`src/pkg/ivd_pkg.sv`:
```
// Constants for the serial-bus setpoint receiver
// Function
// Six-bit code maps linearly onto 0.69V to 2.05V, 21.6mV per step.
// After enable the code is 100000 (1.38V) until a new write.
// Output moves toward a new code only after the frame ends with STOP.
// External start-up feedback rules until a write completes with STOP.
// After the first update the DAC stays reference until disable and enable.
// Unused start-up feature means feedback sense input tied to input supply.
// Write only; no readable data is ever offered to the master.
// The clock line is never driven low; no clock stretching.
// START is data falling with clock high; STOP is data rising with clock high.
// Master leaves both lines released high while the bus is idle.
// Transfers are 9-bit segments, byte MSB first then one acknowledge bit.
// First byte holds 7-bit address and direction flag; addressed slave acks.
// Respond only to a transfer that starts with our own address.
// Master clocks the acknowledge pulse and releases data during it.
// Data line held low through the whole acknowledge clock pulse.
// On a not-acknowledge the master ends the transfer with STOP.
// Only address-write plus one data byte, each acknowledged.
// Data committed only on valid STOP; frames without STOP are discarded.
// Address mismatch or read request leaves data released until next START.
// START or STOP mid-byte aborts the frame without touching the setpoint; a STOP inside a byte sent after the acked data byte still commits.
// ****************************************************************
// Package
// ****************************************************************
package ivd_pkg;
   localparam logic [6:0] IVD_SLAVE_ADDR   = 7'h1a; // Arbitrary value
   localparam logic [5:0] IVD_CODE_RESET   = 6'h20;
   localparam int         IVD_CODE_W       = 6;
   localparam int         IVD_MV_MIN_X10   = 6900;
   localparam int         IVD_MV_STEP_X10  = 216;
   localparam logic [3:0] IVD_ACK_BIT      = 4'h8;
   localparam logic [3:0] IVD_BIT_ZERO     = 4'h0;
   typedef enum logic [2:0] {IVD_IDLE, IVD_ADDR, IVD_ACK_A, IVD_DATA, IVD_ACK_D, IVD_WAIT, IVD_IGNORE} ivd_state_t;
endpackage : ivd_pkg

```
`src/hw/ivd_setpoint.sv`:
```
// Serial-bus setpoint receiver driving the internal voltage DAC code
`timescale 1ns/1ps
module ivd_setpoint
   import ivd_pkg::*;
(
   input  wire logic       clk,
   input  wire logic       rst_b,
   input  wire logic       ce,
   input  wire logic       scl_in,
   input  wire logic       sda_in,
   output logic            scl_out,
   output logic            scl_oe,
   output logic            sda_out,
   output logic            sda_oe,
   output logic [5:0]      dac_code,
   output logic            use_internal_fb,
   output logic            update_pulse
);
   // ****************************************************************
   // Bus sampling
   // ****************************************************************
   logic       scl_d_ff;
   logic       sda_d_ff;
   logic       scl_q_ff;
   logic       sda_q_ff;
   ivd_state_t state_ff;
   ivd_state_t nxt_state;
   logic [3:0] bit_cnt_ff;
   logic [3:0] nxt_bit_cnt;
   logic [7:0] shift_ff;
   logic [7:0] nxt_shift;
   logic [5:0] pend_ff;
   logic [5:0] nxt_pend;
   logic       pend_vld_ff;
   logic       nxt_pend_vld;
   logic [5:0] code_ff;
   logic [5:0] nxt_code;
   logic       int_fb_ff;
   logic       nxt_int_fb;
   logic       upd_ff;
   logic       nxt_upd;
   logic       sda_low_ff;
   logic       nxt_sda_low;
   logic       scl_rise;
   logic       scl_fall;
   logic       start_det;
   logic       stop_det;

   always_ff @(posedge clk) begin
      if (!rst_b) begin
         scl_d_ff <= 1'b1;
         sda_d_ff <= 1'b1;
         scl_q_ff <= 1'b1;
         sda_q_ff <= 1'b1;
      end else if (ce) begin
         scl_d_ff <= scl_in;
         sda_d_ff <= sda_in;
         scl_q_ff <= scl_d_ff;
         sda_q_ff <= sda_d_ff;
      end
   end

   assign scl_rise  = scl_d_ff & ~scl_q_ff;
   assign scl_fall  = ~scl_d_ff & scl_q_ff;
   assign start_det = scl_d_ff & scl_q_ff & sda_q_ff & ~sda_d_ff;
   assign stop_det  = scl_d_ff & scl_q_ff & ~sda_q_ff & sda_d_ff;

   // ****************************************************************
   // Receive state machine
   // ****************************************************************
   always_comb begin
      nxt_state    = state_ff;
      nxt_bit_cnt  = bit_cnt_ff;
      nxt_shift    = shift_ff;
      nxt_pend     = pend_ff;
      nxt_pend_vld = pend_vld_ff;
      nxt_code     = code_ff;
      nxt_int_fb   = int_fb_ff;
      nxt_upd      = 1'b0;
      nxt_sda_low  = sda_low_ff;
      if (start_det) begin
         nxt_state    = IVD_ADDR;
         nxt_bit_cnt  = IVD_BIT_ZERO;
         nxt_pend_vld = 1'b0;
         nxt_sda_low  = 1'b0;
      end else if (stop_det) begin
         if (state_ff == IVD_WAIT && pend_vld_ff) begin
            nxt_code   = pend_ff;
            nxt_int_fb = 1'b1;
            nxt_upd    = 1'b1;
         end
         nxt_state    = IVD_IDLE;
         nxt_pend_vld = 1'b0;
         nxt_sda_low  = 1'b0;
      end else begin
         unique case (state_ff)
            IVD_IDLE, IVD_WAIT, IVD_IGNORE: begin
               nxt_sda_low = 1'b0;
            end
            IVD_ADDR, IVD_DATA: begin
               if (scl_rise) begin
                  nxt_shift   = {shift_ff[6:0], sda_d_ff};
                  nxt_bit_cnt = bit_cnt_ff + 4'h1;
               end
               if (scl_fall && bit_cnt_ff == IVD_ACK_BIT) begin
                  if (state_ff == IVD_ADDR) begin
                     if (shift_ff[7:1] == IVD_SLAVE_ADDR && !shift_ff[0]) begin
                        nxt_state   = IVD_ACK_A;
                        nxt_sda_low = 1'b1;
                     end else begin
                        nxt_state = IVD_IGNORE;
                     end
                  end else begin
                     nxt_pend    = shift_ff[5:0];
                     nxt_state   = IVD_ACK_D;
                     nxt_sda_low = 1'b1;
                  end
               end
            end
            IVD_ACK_A, IVD_ACK_D: begin
               if (scl_fall) begin
                  nxt_sda_low = 1'b0;
                  nxt_bit_cnt = IVD_BIT_ZERO;
                  if (state_ff == IVD_ACK_A) begin
                     nxt_state = IVD_DATA;
                  end else begin
                     nxt_state    = IVD_WAIT;
                     nxt_pend_vld = 1'b1;
                  end
               end
            end
            default: nxt_state = IVD_IDLE;
         endcase
      end
   end

   always_ff @(posedge clk) begin
      if (!rst_b) begin
         state_ff    <= IVD_IDLE;
         bit_cnt_ff  <= IVD_BIT_ZERO;
         shift_ff    <= 8'h00;
         pend_ff     <= 6'h00;
         pend_vld_ff <= 1'b0;
         code_ff     <= IVD_CODE_RESET;
         int_fb_ff   <= 1'b0;
         upd_ff      <= 1'b0;
         sda_low_ff  <= 1'b0;
      end else if (ce) begin
         state_ff    <= nxt_state;
         bit_cnt_ff  <= nxt_bit_cnt;
         shift_ff    <= nxt_shift;
         pend_ff     <= nxt_pend;
         pend_vld_ff <= nxt_pend_vld;
         code_ff     <= nxt_code;
         int_fb_ff   <= nxt_int_fb;
         upd_ff      <= nxt_upd;
         sda_low_ff  <= nxt_sda_low;
      end
   end

   // ****************************************************************
   // Outputs
   // ****************************************************************
   assign scl_out         = 1'b0;
   assign scl_oe          = 1'b0;
   assign sda_out         = 1'b0;
   assign sda_oe          = sda_low_ff;
   assign dac_code        = code_ff;
   assign use_internal_fb = int_fb_ff;
   assign update_pulse    = upd_ff;

   // ****************************************************************
   // Assertions
   // ****************************************************************
   AST_SCL_NEVER: assert property (@(posedge clk) disable iff (!rst_b) !scl_oe)
      else $error("clock line driven");
   AST_CODE_ONLY_ON_STOP: assert property (@(posedge clk) disable iff (!rst_b)
      (ce && code_ff != nxt_code) |-> stop_det)
      else $error("code changed without stop");
   AST_FB_STICKY: assert property (@(posedge clk) disable iff (!rst_b)
      use_internal_fb |=> use_internal_fb)
      else $error("internal feedback dropped");
   AST_FB_FOLLOWS_UPD: assert property (@(posedge clk) disable iff (!rst_b)
      update_pulse |-> use_internal_fb)
      else $error("update without feedback switch");
   AST_ACK_HELD: assert property (@(posedge clk) disable iff (!rst_b)
      (sda_oe && scl_d_ff && !start_det && !stop_det) |=> sda_oe)
      else $error("ack released while clock high");
   AST_IGNORE_QUIET: assert property (@(posedge clk) disable iff (!rst_b)
      (state_ff == IVD_IGNORE) |-> !sda_oe)
      else $error("driving while ignoring");
   AST_START_ABORT: assert property (@(posedge clk) disable iff (!rst_b)
      (ce && start_det) |=> (state_ff == IVD_ADDR && !pend_vld_ff && $stable(code_ff)))
      else $error("start did not abort");
   AST_RESET_CODE: assert property (@(posedge clk) $rose(rst_b) |-> dac_code == IVD_CODE_RESET)
      else $error("reset code wrong");
   AST_NO_COMMIT_NO_DATA: assert property (@(posedge clk) disable iff (!rst_b)
      (ce && stop_det && !pend_vld_ff) |=> $stable(code_ff))
      else $error("commit without data");
   AST_READ_NO_ACK: assert property (@(posedge clk) disable iff (!rst_b)
      (ce && state_ff == IVD_ADDR && scl_fall && bit_cnt_ff == IVD_ACK_BIT
       && shift_ff[0]) |=> !sda_oe)
      else $error("read request acknowledged");
   AST_FOREIGN_NO_ACK: assert property (@(posedge clk) disable iff (!rst_b)
      (ce && state_ff == IVD_ADDR && scl_fall && bit_cnt_ff == IVD_ACK_BIT
       && shift_ff[7:1] != IVD_SLAVE_ADDR) |=> !sda_oe)
      else $error("foreign address acknowledged");
   AST_ACK_IN_SLOT: assert property (@(posedge clk) disable iff (!rst_b)
      sda_oe |-> (state_ff == IVD_ACK_A || state_ff == IVD_ACK_D))
      else $error("data line driven outside an acknowledge slot");
   AST_BITCNT_RANGE: assert property (@(posedge clk) disable iff (!rst_b)
      bit_cnt_ff <= IVD_ACK_BIT)
      else $error("bit counter beyond the acknowledge bit");
   AST_UPD_SINGLE: assert property (@(posedge clk) disable iff (!rst_b)
      (ce && update_pulse) |=> !update_pulse)
      else $error("update pulse longer than one cycle");
   AST_COMMIT_PEND: assert property (@(posedge clk) disable iff (!rst_b)
      update_pulse |-> dac_code == $past(pend_ff))
      else $error("committed code differs from received byte");
   AST_CE_FREEZE: assert property (@(posedge clk) disable iff (!rst_b)
      !ce |=> ($stable(state_ff) && $stable(code_ff) && $stable(sda_oe)))
      else $error("state moved while clock enable low");
   COV_UPDATE: cover property (@(posedge clk) disable iff (!rst_b) update_pulse);
   COV_ADDR_ACK: cover property (@(posedge clk) disable iff (!rst_b) state_ff == IVD_ACK_A);
   COV_IGNORE: cover property (@(posedge clk) disable iff (!rst_b) state_ff == IVD_IGNORE);
   COV_ABORT: cover property (@(posedge clk) disable iff (!rst_b) state_ff == IVD_DATA && start_det);
   COV_STOP_MID_BYTE: cover property (@(posedge clk) disable iff (!rst_b) state_ff == IVD_DATA && stop_det);
endmodule : ivd_setpoint

```
`config.mk`:
```
export PLATFORM = sky130hd
export DESIGN_NAME = ivd_setpoint
export DESIGN_NICKNAME = d
export VERILOG_FILES = /design/src/pkg/ivd_pkg.sv /design/src/hw/ivd_setpoint.sv
export SDC_FILE = /design/constraint.sdc
export NUM_CORES = 1
export LEC_CHECK = 0
export BUFFER_PORTS_ARGS = -buffer_cell sky130_fd_sc_hd__buf_4
export CAP_MARGIN = 10
export CORE_MARGIN = 2
export CORE_UTILIZATION = 52
export DETAILED_ROUTE_END_ITERATION = 16
export GPL_ROUTABILITY_DRIVEN = 0
export HOLD_SLACK_MARGIN = 0.06
export PLACE_DENSITY = 0.75
export SLEW_MARGIN = 20
export SYNTH_ARGS = -nofsm -noshare
export SYNTH_HDL_FRONTEND = slang
export SYNTH_SLANG_ARGS = --single-unit
```
`constraint.sdc`:
```
create_clock -name clk -period 1.65 [get_ports clk]
set_input_delay 0.2475 -clock clk [delete_from_list [all_inputs] [get_ports clk]]
set_output_delay 0.2475 -clock clk [all_outputs]
set_load 0.03 [all_outputs]
```
# After elaboration in Yosys (flattened, before gate mapping)
# Index checks and enable logic that the tools add are counted.
dict set report totals {
  inputBits 5
  wordCells 91
  reg_bits 35
  out_inout_bits 12
}
dict set report classes {
  n_eq_ne 16
  addsub 1
  reduce_logical 19
  bitwise 14
  n_mux 28
}
# op n
set op_table {}
lappend op_table {{$mux W3} 7}
lappend op_table {{$mux W4} 4}
lappend op_table {{$reduce_and A5 Y1} 3}
lappend op_table {{$mux W1} 14}
lappend op_table {{$ne A3 B3 Y1 const B} 4}
lappend op_table {{$reduce_and A4 Y1} 3}
lappend op_table {{$eq A3 B3 Y1 const B} 3}
lappend op_table {{$pmux W3 S3} 1}
lappend op_table {{$reduce_bool A3 Y1} 3}
lappend op_table {{$ne A4 B4 Y1 const B} 2}
lappend op_table {{$pmux W4 S2} 1}
lappend op_table {{$and A1 B1 Y1} 7}
lappend op_table {{$eq A7 B5 Y1 const B} 1}
lappend op_table {{$not A1 Y1} 7}
lappend op_table {{$eq A3 B2 Y1 const B} 2}
lappend op_table {{$reduce_and A6 Y1} 1}
lappend op_table {{$ne A5 B5 Y1 const B} 1}
lappend op_table {{$reduce_bool A5 Y1} 1}
lappend op_table {{$add A4 B1 Y4 const B} 1}
lappend op_table {{$eq A4 B4 Y1 const B} 1}
lappend op_table {{$reduce_or A2 Y1} 2}
lappend op_table {{$eq A3 B1 Y1 const B} 1}
lappend op_table {{$logic_and A1 B1 Y1} 3}
lappend op_table {{$logic_not A3 Y1} 1}
lappend op_table {{4 further kinds} 4}

# Longest topological paths before layout
dict set report logic_depth {
  word_depth 8
  mapped_depth 7
  mapped_depth_nobuf 7
}

# Worst setup path before layout
# OpenSTA, ideal clock, no wires.
dict set report synth_path {
  path_kind {register to register}
  startpoint {reg bit_cnt_ff[0]}
  endpoint {reg pend_ff[0]}
  period_less_slack_ns 1.544
  path_buffers 0
  arrival_time_ns 1.416
  path_stages_with_launch 7
  setup_time_ns 0.128
  path_slack_ns 0.106
  required_ns 1.522
  path_cell_list {dfxtp_1 inv_1 ha_1 nand4b_4 nor4_4 mux2i_1 nor2_1}
}
dict set report synth_between {
  elab_chain_len 3
}
# element line
set synth_rtl {}
lappend synth_rtl {{start: declaration} ivd_setpoint.sv:28} ;# logic [3:0] bit_cnt_ff;
lappend synth_rtl {{start signal: assignment} ivd_setpoint.sv:150} ;# bit_cnt_ff <= nxt_bit_cnt;
lappend synth_rtl {{$eq A4 B4 Y1} ivd_setpoint.sv:105} ;# if (scl_fall && bit_cnt_ff == IVD_ACK_BIT) begin
lappend synth_rtl {{$logic_and A1 B1 Y1} ivd_setpoint.sv:105}
lappend synth_rtl {{$reduce_and A6 Y1 (no line)} --}
lappend synth_rtl {{end signal: assignment} ivd_setpoint.sv:152} ;# pend_ff <= nxt_pend;
lappend synth_rtl {{end: declaration} ivd_setpoint.sv:32} ;# logic [5:0] pend_ff;
# Every way passes these cells.
# A chain may end at the register's enable or synchronous reset.

# Final worst setup path
dict set report layout_path {
  startpoint {reg shift_ff[3]}
  endpoint {reg sda_low_ff (netlist: sda_oe)}
}
dict set report layout_between {
  elab_chain_len 4
}
# element line
set layout_rtl {}
lappend layout_rtl {{start: declaration} ivd_setpoint.sv:30} ;# logic [7:0] shift_ff;
lappend layout_rtl {{start signal: assignment} ivd_setpoint.sv:151} ;# shift_ff <= nxt_shift;
lappend layout_rtl {{$eq A7 B5 Y1} ivd_setpoint.sv:107} ;# if (shift_ff[7:1] == IVD_SLAVE_ADDR && !shift_ff[0]) begin
lappend layout_rtl {{$logic_and A1 B1 Y1} ivd_setpoint.sv:107}
lappend layout_rtl {{$ne A5 B5 Y1 (no line)} --}
lappend layout_rtl {{$reduce_and A5 Y1 (no line)} --}
lappend layout_rtl {{end signal: assignment} ivd_setpoint.sv:157} ;# sda_low_ff <= nxt_sda_low;
lappend layout_rtl {{end: declaration} ivd_setpoint.sv:42} ;# logic sda_low_ff;
# Every way passes these cells.

==> summary.txt <==
Reg2Reg Setup Slack = 60 ps
Syn Inst Count = 188
Worst setup path start = shift_ff[3]
Largest family of logic cells by synthesized area = simple AND/OR/NAND/NOR gates
Compound-cell area share of the yosys netlist = 0.135
Layout cells sized above 1 = 0.234
Area of the multi-input gates = 883 um2
Core area = 3030 um2
Largest net degree at the start of global routing = 22
Status = complete, no violations
P_leak = 0.758 nW
Crit path cell chain = nor4b_1 > a211oi_1 > a21o_1 > a31oi_1 > mux2i_1
Register area share after synthesis = 0.424
Nets = 215
Layout Area Growth over Synthesis = 15.7%
DR DRC count = 0
Drt total wl = 3.26 mm
Critical Path Max Stage Delay = 440 ps
Netlist cell types = 41
Via density = 5.39
Syn avg cell area = 8.79 um2
Initial antenna violation count = 0
FF+latch area = 707 um2
Final setup skew = 7.86 ps
Gr ovfl total = 0
Post-DP HPWL = 2.38 mm
Max FO, Critical Path = 4
Crit Path Class = register to register
Final Hold Vio Count = 0
Vias = 1364
Slowest cell on the critical path = nor4b_1
Worst VDD drop = 675 uV
Post-Syn Area = 1650 um2
Filler cells = 266
Power Density = 745 nW/um2
Critical path arrival = 1880 ps
IO Port Bufs = 13
CP Capture Type = register
Root buffer cell = clkbuf_4
Clk_lat worst skew = 350 ps
Synth Area in Simple Gates = 0.227
Routed WL per cell = 12.9 um
Diode count = 0
TritonCTS Sinks = 35
CTS hold repair buffers = 0
Total I/O pin count = 17
Post-synth EDFFs = 0
Most frequent cells in the layout = 33 x nand2_1, 30 x dfxtp_1, 24 x buf_4
Post-synthesis adder-cell area fraction = 0.0151
Critical Path RT = 1930 ps
Postcts setup bufs = 0
FF+latch count, synth = 35
Detailed Routing Iterations Pass 1 = 4
Final Power = 1.42 mW
Die ar. = 3650 um2
Post-synthesis mux area share = 0.115
TritonCTS Buffers = 5
Initial Util = 0.546
Total track usage = 0.203
Reg2reg start = shift_ff[3]
Ys async rst share = 0
Row count = 20
Final worst-path cycle share = 0.965
Final TNS setup = 0 ps
Initial DRC count = 61
Post-CTS Resized = 0
Max cap viols = 0
Die W = 60.4 um
RSZ-0062 raised after global routing = yes
Setup violators final = 0
H-tree levels = 2
Hold Path Class = input pin to register
Clock transition at the registers of the reported paths = 110 ps
Clock Path Buffers = 2
TritonCTS clock tree = done
Most common cell after layout, fill and taps aside = nand2_1
Synth Area in XOR/XNOR = 0.0204
Vias in the first global route = 1207
Worst min-delay path startpoint = scl_in
DIE HEIGHT = 60.4 um
First-pass GRT wire length = 5.38 mm
Max Slew Vio Count = 0
Antenna-violating nets left = 0
Minimum clock period = 1590 ps
CP startpoint kind = register
Fmax = 0.628 GHz
Yosys warning count = 0
Top_reg_cell synth = dfxtp_1
-- final cells by class --
type,count,share of cell area
Clock buffer,6,0.0216
Clock inverter,2,0.00654
Inverter,6,0.0118
Multi-Input combinational cell,135,0.462
Sequential cell,35,0.370
Tap cell,44,0.0288
Timing Repair Buffer,25,0.100
-- critical path: cells and delay by family (launching register included) --
kind	cells	cell delay, ps
AOI/OAI and AO/OA	3	510
DFF	1	360
muxes	1	210
and+or+nand+nor	1	440
-- synthesized netlist by cell type, types with 2 or more instances --
master    count  area share
a211oi_1      2      0.0091
a21boi_0      2      0.0091
a21oi_1      19       0.058
a31oi_1       2      0.0076
buf_2         6       0.018
buf_4         3       0.014
clkbuf_1      4      0.0091
dfxtp_1      35        0.42
ha_1          2       0.015
inv_1         5       0.011
mux2i_1      19        0.12
nand2_1      33       0.075
nand3_1       3      0.0091
nand3b_1      2      0.0091
nor2_1       16       0.036
nor2b_1       2      0.0076
nor4b_1       2       0.011
o21ai_0       6       0.018
o31ai_1       2      0.0091
or3_1         2      0.0076
-- layer usage --
metal	up-vias	wire length [um]	track usage
li1	682	-	-
met1	652	1480	0.269
met2	24	1580	0.307
met3	6	145	0.0640
met4	0	51	0.0857
met5	-	0	0
-- final timing paths --
kind / end / depth (start not counted)
worst max-delay path: sda_oe / 5
worst min-delay path: scl_d_ff / 3
worst max register to register: sda_oe / 5
worst min register to register: shift_ff[7] / 2
-- flip-flops by register name (all words and copies together) (netlist names), 3 cells and up --
register,cells
pend_ff,6
state_ff,3
dac_code,6
bit_cnt_ff,4
shift_ff,8
-- logic make-up (layout without fill, tap and decap cells) --
family	count (synthesis)	count (layout)
DFF	35	35
xor gates and xnor gates	3	3
and+or+nand+nor	71	71
AOI/OAI and AO/OA	37	37
adders and majority gates	2	2
other	1	3
muxes	19	19
buffers and inverters	20	39
-- stage by stage --
step | hold slack, ps | cells | utilization | worst slack, ps | cell area, um2
after global routing | 122 | 253 | 0.632 | -41.9 | 1910
after floorplan | 376 | 190 | - | 106 | 1660
after CTS | 111 | 253 | 0.620 | 46.9 | 1880
after detailed placement | 452 | 245 | 0.602 | 63.3 | 1820
after global placement | 445 | 245 | 0.602 | 98.2 | 1820
final | 111 | 253 | 0.632 | 57.6 | 1910
-- power breakdown --
group | total (mW) | internal [mW] | switching (mW)
registers | 0.858 | 0.850 | 0.00779
clock network | 0.454 | 0.164 | 0.289
logic | 0.113 | 0.0440 | 0.0690
total | 1.42 | 1.06 | 0.366
No activity file was read; power rests on OpenSTA's default activity.
